==> config.mk <==
export PLATFORM = sky130hd
export DESIGN_NAME = byte_word_arith_logic_unit
export DESIGN_NICKNAME = d
export VERILOG_FILES = /design/src/hdl/alu_pkg.sv /design/src/hdl/byte_flag_calc.sv /design/src/hdl/byte_word_arith_logic_unit.sv
export SDC_FILE = /design/constraint.sdc
export NUM_CORES = 2
export LEC_CHECK = 0
export ABC_AREA = 1
export ABC_CLOCK_PERIOD_IN_PS = 6160
export BUFFER_PORTS_ARGS = -buffer_cell sky130_fd_sc_hd__buf_2
export CAP_MARGIN = 25
export CELL_PAD_IN_SITES_DETAIL_PLACEMENT = 1
export CELL_PAD_IN_SITES_GLOBAL_PLACEMENT = 2
export CORE_MARGIN = 2
export CORE_UTILIZATION = 34
export CTS_CLUSTER_DIAMETER = 60
export CTS_CLUSTER_SIZE = 30
export DETAILED_ROUTE_END_ITERATION = 8
export GPL_TIMING_DRIVEN = 1
export PLACE_DENSITY_LB_ADDON = 0.2
export SLEW_MARGIN = 20
export SYNTH_ARGS = -nofsm -noshare
export SYNTH_HDL_FRONTEND = slang
export SYNTH_SLANG_ARGS = --single-unit
==> constraint.sdc <==
create_clock -name clk -period 6.16 [get_ports clk]
set_input_delay 0 -clock clk [delete_from_list [all_inputs] [get_ports clk]]
set_output_delay 0 -clock clk [all_outputs]
set_load 0.02 [all_outputs]
==> src/hdl/alu_pkg.sv <==
// shared constants and types for the byte/word arithmetic-logic unit
package alu_pkg;
   localparam int DATA_W = 8; // byte width
   localparam int REG_COUNT = 32; // general-purpose registers
   localparam int IDX_W = 5; // register index width
   localparam int IMM_W = 6; // word immediate width
   localparam int ONE_CYCLES = 1; // single-cycle operations
   localparam int WORD_CYCLES = 2; // word operations
   // flag bit positions in the status byte
   localparam int FLAG_C = 0;
   localparam int FLAG_Z = 1;
   localparam int FLAG_N = 2;
   localparam int FLAG_V = 3;
   localparam int FLAG_S = 4;
   localparam int FLAG_H = 5;
   localparam logic [7:0] FLAGS_RESET = 8'h00; // status reset value
   localparam logic [7:0] ALL_ONES = 8'hff; // inversion base
   // operation codes
   typedef enum logic [3:0] {
      OP_SUM = 4'h0, OP_SUM_CARRY = 4'h1, OP_WORD_SUM = 4'h2, OP_DIFF = 4'h3,
      OP_DIFF_IMM = 4'h4, OP_BORROW_DIFF = 4'h5, OP_BORROW_DIFF_IMM = 4'h6,
      OP_WORD_DIFF = 4'h7, OP_MASK = 4'h8, OP_MASK_IMM = 4'h9, OP_MERGE = 4'ha,
      OP_MERGE_IMM = 4'hb, OP_XMERGE = 4'hc, OP_INVERT = 4'hd
   } op_e;
endpackage

==> src/hdl/byte_flag_calc.sv <==
// combinational byte adder/subtracter and logic unit with flag generation
`timescale 1ns/1ns
module byte_flag_calc
   import alu_pkg::*;
(
   input wire logic [7:0] opA,
   input wire logic [7:0] opB,
   input wire logic carryIn,
   input wire logic subtract,
   input wire logic useCarry,
   input wire logic [1:0] logicSel,
   input wire logic isLogic,
   output logic [7:0] result,
   output logic carryOut,
   output logic halfOut,
   output logic ovfOut
);
   logic [8:0] wide; // 9-bit sum or difference
   logic cin; // effective carry or borrow
   // arithmetic path and flags for carry, half-carry and overflow
   always_comb
   begin
      cin = useCarry & carryIn;
      if (subtract)
         wide = {1'b0, opA} - {1'b0, opB} - {8'h00, cin};
      else
         wide = {1'b0, opA} + {1'b0, opB} + {8'h00, cin};
      result = wide[7:0];
      carryOut = wide[8];
      ovfOut = 1'b0;
      if (subtract)
      begin
         // borrow from bit three, signed overflow of a difference
         halfOut = (~opA[3] & opB[3]) | (opB[3] & result[3]) | (result[3] & ~opA[3]);
         ovfOut = (opA[7] & ~opB[7] & ~result[7]) | (~opA[7] & opB[7] & result[7]);
      end
      else
      begin
         // carry from bit three, signed overflow of a sum
         halfOut = (opA[3] & opB[3]) | (opB[3] & ~result[3]) | (~result[3] & opA[3]);
         ovfOut = (opA[7] & opB[7] & ~result[7]) | (~opA[7] & ~opB[7] & result[7]);
      end
      if (isLogic)
      begin
         // logic results clear overflow
         case (logicSel)
            2'd0: result = opA & opB;
            2'd1: result = opA | opB;
            2'd2: result = opA ^ opB;
            default: result = ALL_ONES - opA;
         endcase
         ovfOut = 1'b0;
         carryOut = 1'b1;
      end
   end
endmodule

==> src/hdl/byte_word_arith_logic_unit.sv <==
// arithmetic-logic datapath with register file, status flags and word sequencing
`timescale 1ns/1ns
module byte_word_arith_logic_unit
   import alu_pkg::*;
(
   input wire logic clk,
   input wire logic sys_rst,
   input wire logic opValid,
   input wire alu_pkg::op_e opCode,
   input wire logic [alu_pkg::IDX_W-1:0] destIdx,
   input wire logic [alu_pkg::IDX_W-1:0] source_reg,
   input wire logic [7:0] immValue,
   input wire logic [alu_pkg::IDX_W-1:0] readIdx,
   output logic [7:0] readData,
   output logic [7:0] statusFlags,
   output logic busy,
   output logic opDone
);
   import alu_pkg::*;
   // sequencer states
   typedef enum logic [1:0] {ST_IDLE = 2'b01, ST_HIGH = 2'b10} state_e;
   // all state of the unit
   typedef struct packed {
      logic [REG_COUNT-1:0][7:0] regs; // register file
      logic [7:0] flags; // status byte
      state_e state; // sequencer
      logic [IDX_W-1:0] pairIdx; // low index of pair in flight
      logic wordSub; // word op is a difference
      logic [7:0] lowRes; // low byte result for flags
      logic lowCarry; // carry out of low byte
      logic [7:0] rdData; // read port
      logic busyF; // word op running
      logic doneF; // completion pulse
   } state_s;
   state_s st_q, st_d;
   logic [7:0] aOp, bOp; // operands to calculator
   logic cIn, sub, useC, isLog; // calculator controls
   logic [1:0] lSel; // logic select
   logic [7:0] res; // calculator result
   logic cOut, hOut, vOut; // calculator flags
   byte_flag_calc calcInst (
      .opA(aOp), .opB(bOp), .carryIn(cIn), .subtract(sub), .useCarry(useC),
      .logicSel(lSel), .isLogic(isLog), .result(res), .carryOut(cOut),
      .halfOut(hOut), .ovfOut(vOut)
   );
   // next state: operand select, write-back and flag update
   always_comb
   begin
      st_d = st_q;
      st_d.doneF = 1'b0;
      aOp = st_q.regs[destIdx];
      bOp = st_q.regs[source_reg];
      cIn = st_q.flags[FLAG_C];
      sub = 1'b0;
      useC = 1'b0;
      isLog = 1'b0;
      lSel = 2'd0;
      case (st_q.state)
         ST_IDLE:
         begin
            if (opValid)
            begin
               case (opCode)
                  OP_SUM: sub = 1'b0;
                  OP_SUM_CARRY: useC = 1'b1;
                  OP_DIFF: sub = 1'b1;
                  OP_BORROW_DIFF:
                  begin
                     sub = 1'b1;
                     useC = 1'b1;
                  end
                  OP_DIFF_IMM:
                  begin
                     sub = 1'b1;
                     bOp = immValue;
                  end
                  OP_BORROW_DIFF_IMM:
                  begin
                     sub = 1'b1;
                     useC = 1'b1;
                     bOp = immValue;
                  end
                  OP_WORD_SUM, OP_WORD_DIFF:
                  begin
                     // low byte first, immediate is unsigned six bits
                     sub = (opCode == OP_WORD_DIFF);
                     bOp = {2'b00, immValue[IMM_W-1:0]};
                  end
                  OP_MASK: isLog = 1'b1;
                  OP_MASK_IMM:
                  begin
                     isLog = 1'b1;
                     bOp = immValue;
                  end
                  OP_MERGE:
                  begin
                     isLog = 1'b1;
                     lSel = 2'd1;
                  end
                  OP_MERGE_IMM:
                  begin
                     isLog = 1'b1;
                     lSel = 2'd1;
                     bOp = immValue;
                  end
                  OP_XMERGE:
                  begin
                     isLog = 1'b1;
                     lSel = 2'd2;
                  end
                  OP_INVERT:
                  begin
                     isLog = 1'b1;
                     lSel = 2'd3;
                  end
                  default: sub = 1'b0;
               endcase
               st_d.regs[destIdx] = res;
               if (opCode == OP_WORD_SUM || opCode == OP_WORD_DIFF)
               begin
                  // hold flags until the high byte completes
                  st_d.state = ST_HIGH;
                  st_d.pairIdx = destIdx;
                  st_d.wordSub = (opCode == OP_WORD_DIFF);
                  st_d.lowRes = res;
                  st_d.lowCarry = cOut;
                  st_d.busyF = 1'b1;
               end
               else
               begin
                  // byte flags; borrow chains keep zero only if already set
                  st_d.doneF = 1'b1;
                  st_d.flags[FLAG_Z] = (res == 8'h00) &
                     (((opCode == OP_BORROW_DIFF) || (opCode == OP_BORROW_DIFF_IMM)) ? st_q.flags[FLAG_Z] : 1'b1);
                  st_d.flags[FLAG_N] = res[7];
                  st_d.flags[FLAG_V] = vOut;
                  st_d.flags[FLAG_S] = res[7] ^ vOut;
                  if (!isLog)
                  begin
                     st_d.flags[FLAG_C] = cOut;
                     st_d.flags[FLAG_H] = hOut;
                  end
                  else if (opCode == OP_INVERT)
                     st_d.flags[FLAG_C] = 1'b1;
               end
            end
         end
         ST_HIGH:
         begin
            // second cycle: high byte with carry or borrow from low byte
            aOp = st_q.regs[st_q.pairIdx + 5'd1];
            bOp = 8'h00;
            sub = st_q.wordSub;
            useC = 1'b1;
            cIn = st_q.lowCarry;
            st_d.regs[st_q.pairIdx + 5'd1] = res;
            st_d.flags[FLAG_Z] = ({res, st_q.lowRes} == 16'h0000);
            st_d.flags[FLAG_N] = res[7];
            st_d.flags[FLAG_C] = cOut;
            // difference overflows when the high bit falls, sum when it rises
            st_d.flags[FLAG_V] = st_q.wordSub ? (aOp[7] & ~res[7]) : (~aOp[7] & res[7]);
            st_d.flags[FLAG_S] = res[7] ^ (st_q.wordSub ? (aOp[7] & ~res[7]) : (~aOp[7] & res[7]));
            st_d.state = ST_IDLE;
            st_d.busyF = 1'b0;
            st_d.doneF = 1'b1;
         end
         default: st_d.state = ST_IDLE;
      endcase
      st_d.rdData = st_d.regs[readIdx];
   end
   // single register of all state
   always_ff @(posedge clk)
   begin
      if (sys_rst)
      begin
         st_q <= '0;
         st_q.flags <= FLAGS_RESET;
         st_q.state <= ST_IDLE;
      end
      else
         st_q <= st_d;
   end
   assign readData = st_q.rdData;
   assign statusFlags = st_q.flags;
   assign busy = st_q.busyF;
   assign opDone = st_q.doneF;
endmodule

### After elaboration in Yosys (flattened, before gate mapping)

Cells that the tools add are included.

| cells by class | value |
|---|---|
| $add $sub $neg | 6 |
| magnitude comparators | 6 |
| eq/ne operators | 21 |
| multiplexer cells | 54 |
| bitwise gates (word level) | 39 |
| reductions and logical operators | 21 |

Operator list:

| cell | number |
|---|---|
| $bwmux 256 | 2 |
| $pmux 256 s2 | 1 |
| $mux 256 | 1 |
| $bmux 8 s5 | 4 |
| $demux 8 s5 | 2 |
| $mux 8 | 9 |
| $pmux 8 s2 | 2 |
| $eq 4x4->1 const B | 6 |
| $lt 5x6->1 const B | 4 |
| $pmux 8 s3 | 1 |
| $mux 22 | 1 |
| $mux 1 | 19 |
| $and 1x1->1 | 18 |
| $mux 17 | 1 |
| $eq 4x3->1 const B | 4 |
| $logic_not 16->1 | 1 |
| $ge 5x1->1 const B | 2 |
| $not 1->1 | 10 |
| $pmux 5 s2 | 1 |
| $add 8x8->9 | 1 |
| $add 9x1->9 | 1 |
| $mux 9 | 1 |
| $reduce_and 3->1 | 3 |
| $sub 8x8->9 | 1 |
| other kinds (30) | 51 |

| word-level totals | value |
|---|---|
| bits in registers | 289 |
| bits of input ports | 30 |
| output and inout port bits | 18 |
| word-level logic and storage cells | 190 |

### Logic depth before layout (Yosys ltp)

| depth | value |
|---|---|
| word-level depth | 17 |
| gate-level depth with buffers | 46 |
| mapped depth without buffers | 37 |

### Modules after synthesis

A second synthesis with hierarchy kept.

| unflattened totals | value |
|---|---|
| cells, all modules | 5,876 |
| area total of the unflattened synthesis | 31,061.0 µm² |

Modules (own cells, without submodules):

| module | times used | cells an instance | area an instance (µm²) | seq. area each (µm²) |
|---|---|---|---|---|
| byte_word_arith_logic_unit | 1 | 5,641 | 29,630.9 | 5,785.5 |
| byte_flag_calc | 1 | 235 | 1,430.1 | 0.0 |

### Worst setup path before layout

OpenSTA, ideal clock, no wires.

| path | value |
|---|---|
| path kind | reg2reg |
| start | reg st_q[20] (netlist name) |
| end | reg st_q, in the netlist readData[6] |
| library setup time | 0.064 ns |
| arrival | 5.507 ns |
| data required time | 6.096 ns |
| slack | 0.590 ns |
| stages on the path, launching flop included | 42 |
| buffers on the path | 10 |
| period minus slack after synthesis | 5.570 ns |
| cell sequence | dfxtp_1 buf_6 inv_4 buf_6 buf_6 buf_6 buf_2 ha_1 inv_2 buf_4 buf_4 buf_1 a21oi_1 o21ai_0 a21oi_1 nor4_1 nand3_1 nand2_1 (+6 left out) nor2_1 nor2_1 nor2_1 o311ai_1 nand2_2 inv_2 clkbuf_2 buf_2 o21ai_0 nand3_1 nand3_1 nand3_1 nand2_1 nand2_1 nand3_1 nand3_1 nand2_1 nor2_1 |

| on the way | value |
|---|---|
| cells in the longest elaborated chain, start to end | 13 |
| elaborated cells between the ends (all ways) | 26 |
| those cells by class | 6 x add/sub; 2 x order compare; 14 x mux; 3 x bitwise; 1 x reduce/logical |

RTL lines:

| element | RTL line | source |
|---|---|---|
| start: declaration | byte_word_arith_logic_unit.sv:35 | `state_s st_q, st_d;` |
| start signal: assignment | byte_word_arith_logic_unit.sv:181 | `st_q <= st_d;` |
| $add 5x1->5 (*) | byte_word_arith_logic_unit.sv:151, byte_word_arith_logic_unit.sv:156 |  |
| $bmux 8 s5 | byte_word_arith_logic_unit.sv:151 | `aOp = st_q.regs[st_q.pairIdx + 5'd1];` |
| $mux 8 (not written as such) | byte_word_arith_logic_unit.sv:151 |  |
| $mux 8 | byte_word_arith_logic_unit.sv:58 | `case (st_q.state)` |
| $add 8x8->9 or $sub 8x8->9 (tied branches) | byte_flag_calc.sv:27, byte_flag_calc.sv:25 |  |
| $add 9x1->9 or $sub 9x1->9 (tied branches) | byte_flag_calc.sv:27, byte_flag_calc.sv:25 |  |
| $mux 9 | byte_flag_calc.sv:24 | `if (subtract)` |
| $mux 8 | byte_flag_calc.sv:43 | `if (isLogic)` |
| $bwmux 256 | byte_word_arith_logic_unit.sv:118 | `st_d.regs[destIdx] = res;` |
| $mux 256 | byte_word_arith_logic_unit.sv:61 | `if (opValid)` |
| $pmux 256 s2 (*) | byte_word_arith_logic_unit.sv:58 |  |
| $bmux 8 s5 (*) | byte_word_arith_logic_unit.sv:169 | `st_d.rdData = st_d.regs[readIdx];` |
| $mux 8 (not written as such) (*) | byte_word_arith_logic_unit.sv:169 |  |

Mark *: on every way between the ends. The rest lies on a longest branch, timed or not. The select of a mux whose other input is x is not followed.
A chain may end at the register's enable or synchronous reset.

### Worst setup path after layout

| path | value |
|---|---|
| start | reg st_q[20] (netlist name) |
| end | reg st_q, in the netlist readData[5] |

The elaborated chain is that of the path after synthesis.

==> metrics.md <==
| Metric | Value |
|---|---|
| Core area | 86750 um^2 |
| Arrival time of the worst setup path | ~6.5 ns |
| Crit. End Element | flop |
| CTS max path bufs | 3 |
| Syn Area/Cell | between 5 and 6 um^2 |
| Worst slew pin tran | ~1.1 ns |
| RD Place Congestion | between 0.9 and 1 |
| TritonCTS clock tree | yes |
| Period utilization | 0.9574 |
| Post-DP Area | 31710 um^2 |
| Number of synthesized register bits | between 200 and 300 |
| Cell with the most instances after synthesis | nand2_1 |
| Largest net degree at the start of global routing | about 140 |
| Top-Level Pins | 48 |
| P&R area growth vs syn | 14.61% |
| Minimum clock period | approximately 6 ns |
| Nets | 5450 |
| CTS sink count | 289 |
| Number of synthesized flops with an enable pin | 0 |
| Critical path type | flop to flop |
| Register area share after synthesis | 0.1943 |
| PD cells | around 280 nW/um^2 |
| Global-route wire length before repair | between 200000 and 300000 um |
| Drt pass-1 iters | 6 |
| Fraction of layout cells with a size suffix above 1 | 0.09069 |
| PnR worst setup slack | around 0.26 ns |
| Largest stage delay, worst path | roughly 0.43 ns |
| Final Hold Fails | 0 |
| Slew Viols, Final | 0 |
| Via count | about 41000 |
| Vias per std cell | between 6 and 7 |
| Tot GR Track Use | 0.4113 |
| RSZ-0062 raised after global routing | true |
| Slowest cell on crit path | dfxtp_4 |
| Asr flop ratio synth | 0 |
| CP bufs+invs | 4 |
| PortBufs | 45 |
| Critical R2R Launch | st_q[20]$_SDFFE_PP0P_ |
| Worst-path clk slew | about 0.06 ns |
| CTS buffer count | between 50 and 60 |
| Worst reg2reg path depth | 34 |
| Synth top area share | 0.1943 |
| Utilization after layout | 0.3933 |
| Slew HR | 0.2741 |
| Die W | between 200 and 300 um |
| Post-route cell area | between 30000 and 40000 um^2 |
| Clk root buf | clkbuf_16 |
| Required @ worst endpoint | 6.72 ns |
| Synth unique cells | 53 |
| Mapped cell area | roughly 30000 um^2 |
| Crit-path max FO | 34 |
| Crit path launch | st_q[20]$_SDFFE_PP0P_ |
| Final wirelength | 190500 um |
| Commonest cells in the netlist | 1206 x nand2_1, 802 x a21oi_1, 696 x nand3_1 |
| Pleak | approximately 14 nW |
| GRT Residual Overflow | 0 |
| Setup Viol. Count Final | 0 |
| Vias in the first global route | slightly below 40000 |
| Hold Path Class | primary input to flop |
| Die Area | 89950 um^2 |
| Row cnt | roughly 110 |
| Starting Density | 0.3432 |
| Die Y | ~300 um |
| Htree depth | 2 |
| Crit path max-delay family | simple AND/OR/NAND/NOR gates |
| Post-detail-place hpwl | ~130000 um |
| Pre-CTS setup slack | 0.06236 ns |
| Synth top area cells | dfxtp_1 19%, nand2_1 15%, a21oi_1 13%, nand3_1 12%, o21ai_0 11% |
| Peak supply drop | ~0.22 mV |
| WL/cell | approximately 29 um |
| Leading area contributor after synthesis | dfxtp_1 |
| # DRC | 0 |
| Initial drt markers | roughly 4900 |
| Ys flop type | dfxtp_1 |
| Gate count of the mapped netlist | roughly 5500 |
| Hold Path Depth | 5 |
| Hold Startpoint | readIdx[2] |
| Cell mode on critical path | nand2_1 |
| Skew final | roughly 0.027 ns |
| Critical Path Stages | 34 |
| Initial antenna violation count | 10 |
| Max Cap Viol | 0 |
| Warnings from Yosys | 0 |
| Clk Latency, worst-skew pair | around 0.69 ns |
| Status | finished, final reports clean |
| ANT nets after route | 0 |
| Startpoint types | flop |
| Fmax | between 150 and 200 MHz |
## worst paths after layout
path,endpoint,slack [ns]
worst max register to register,readData[5]$_SDFF_PP0_,0.26
worst max-delay path,readData[5]$_SDFF_PP0_,0.26
worst min-delay path,readData[5]$_SDFF_PP0_,0.09
worst min register to register,busy$_SDFFE_PP0P_,0.47
## flip-flops by register name, summed over array words and instances (netlist names)
name         flops
statusFlags      6
opDone           1
readData         8
busy             1
st_q           273
## cells by family (layout without fill, tap and decap cells)
kind of cell             Yosys count  count (layout)  share of synthesized area
buffers and inverters            908             871                     0.1302
other                              1               4                  0.0001260
XOR/XNOR                           5               5                   0.001471
AO/OA/AOI/OAI                   1783            1783                     0.3130
AND/OR/NAND/NOR                 2434            2434                     0.3427
flip-flops                       289             289                     0.1943
adder cells (fa/ha/maj)           41              41                    0.01824
## stage by stage
step	power (mW)	instances	hold slack, ns	setup TNS [ns]
2_1_floorplan	4.256	5462	0.1675	0
3_3_place_gp	5.837	6456	0.3229	0
3_5_place_dp	5.887	6456	0.3373	0
4_1_cts	9.499	6578	0.04678	0
5_1_grt	9.988	6580	0.1442	-0.08340
6_report	9.660	6582	0.08794	0
## power breakdown
group          switching, mW  internal, mW
clock network           1.35          2.26
logic                   2.76          1.14
registers              0.135          2.02
## worst register-to-register path, delay by kind of cell (launching register included)
kind	cells	cell delay [ns]
AND/OR/NAND/NOR	21	2.56
AO/OA/AOI/OAI	7	1.63
adder cells (fa/ha/maj)	2	0.68
buffers and inverters	4	0.48
flip-flops	1	0.43
## cell type report
cell class              count  area [um^2]
clock inverters            36        521.8
clock buffers              68         1559
inverters                 449         1722
multi-input cells        4265        20260
diodes                      2        5.005
fillers                 11950        52630
repair buffers            318         2819
flip-flops and latches    289         5789
well taps                1155         1445
## cell usage in the layout, fill, tap and decap left out, types with 4 or more instances in the layout
cell / count
nand2_1: 1199
a21oi_1: 795
nand3_1: 694
o21ai_0: 645
nor2_1: 472
inv_1: 425
dfxtp_1: 288
buf_4: 220
o21ai_1: 144
o22ai_1: 94
clkbuf_16: 58
buf_2: 40
buf_12: 38
ha_1: 35
a22oi_1: 18
dlygate4sd3_1: 18
nand2_2: 16
o211ai_1: 15
inv_2: 12
nand4_1: 12
bufinv_16: 11
o2111ai_1: 10
o221ai_1: 10
nor2_2: 8
nor3_2: 8
o21ai_2: 8
a21oi_2: 8
clkinvlp_4: 8
nor3_1: 7
clkinv_2: 7
clkbuf_8: 7
inv_4: 6
inv_6: 6
a31oi_1: 5
a221oi_1: 5
o21bai_1: 5
nand2_4: 4
or2_2: 4
## layer usage
metal | part of all wire | track usage | vias up
li1 | - | - | 18230
met1 | 0.42 | 0.5630 | 20020
met2 | 0.42 | 0.6044 | 2248
met3 | 0.11 | 0.09415 | 470
met4 | 0.054 | 0.2018 | 10
met5 | 0.00033 | 0 | -
## timing repair
| item | in CTS | in global routing |
|---|---|---|
| endpoints found under the setup margin | 0 | 7 |
| buffers inserted | 0 | 2 |
| hold buffers | 18 | 0 |
| endpoints found under the hold margin | 104 | 0 |
| resized for setup | 0 | 33 |
(Power assumes the default switching activity.)
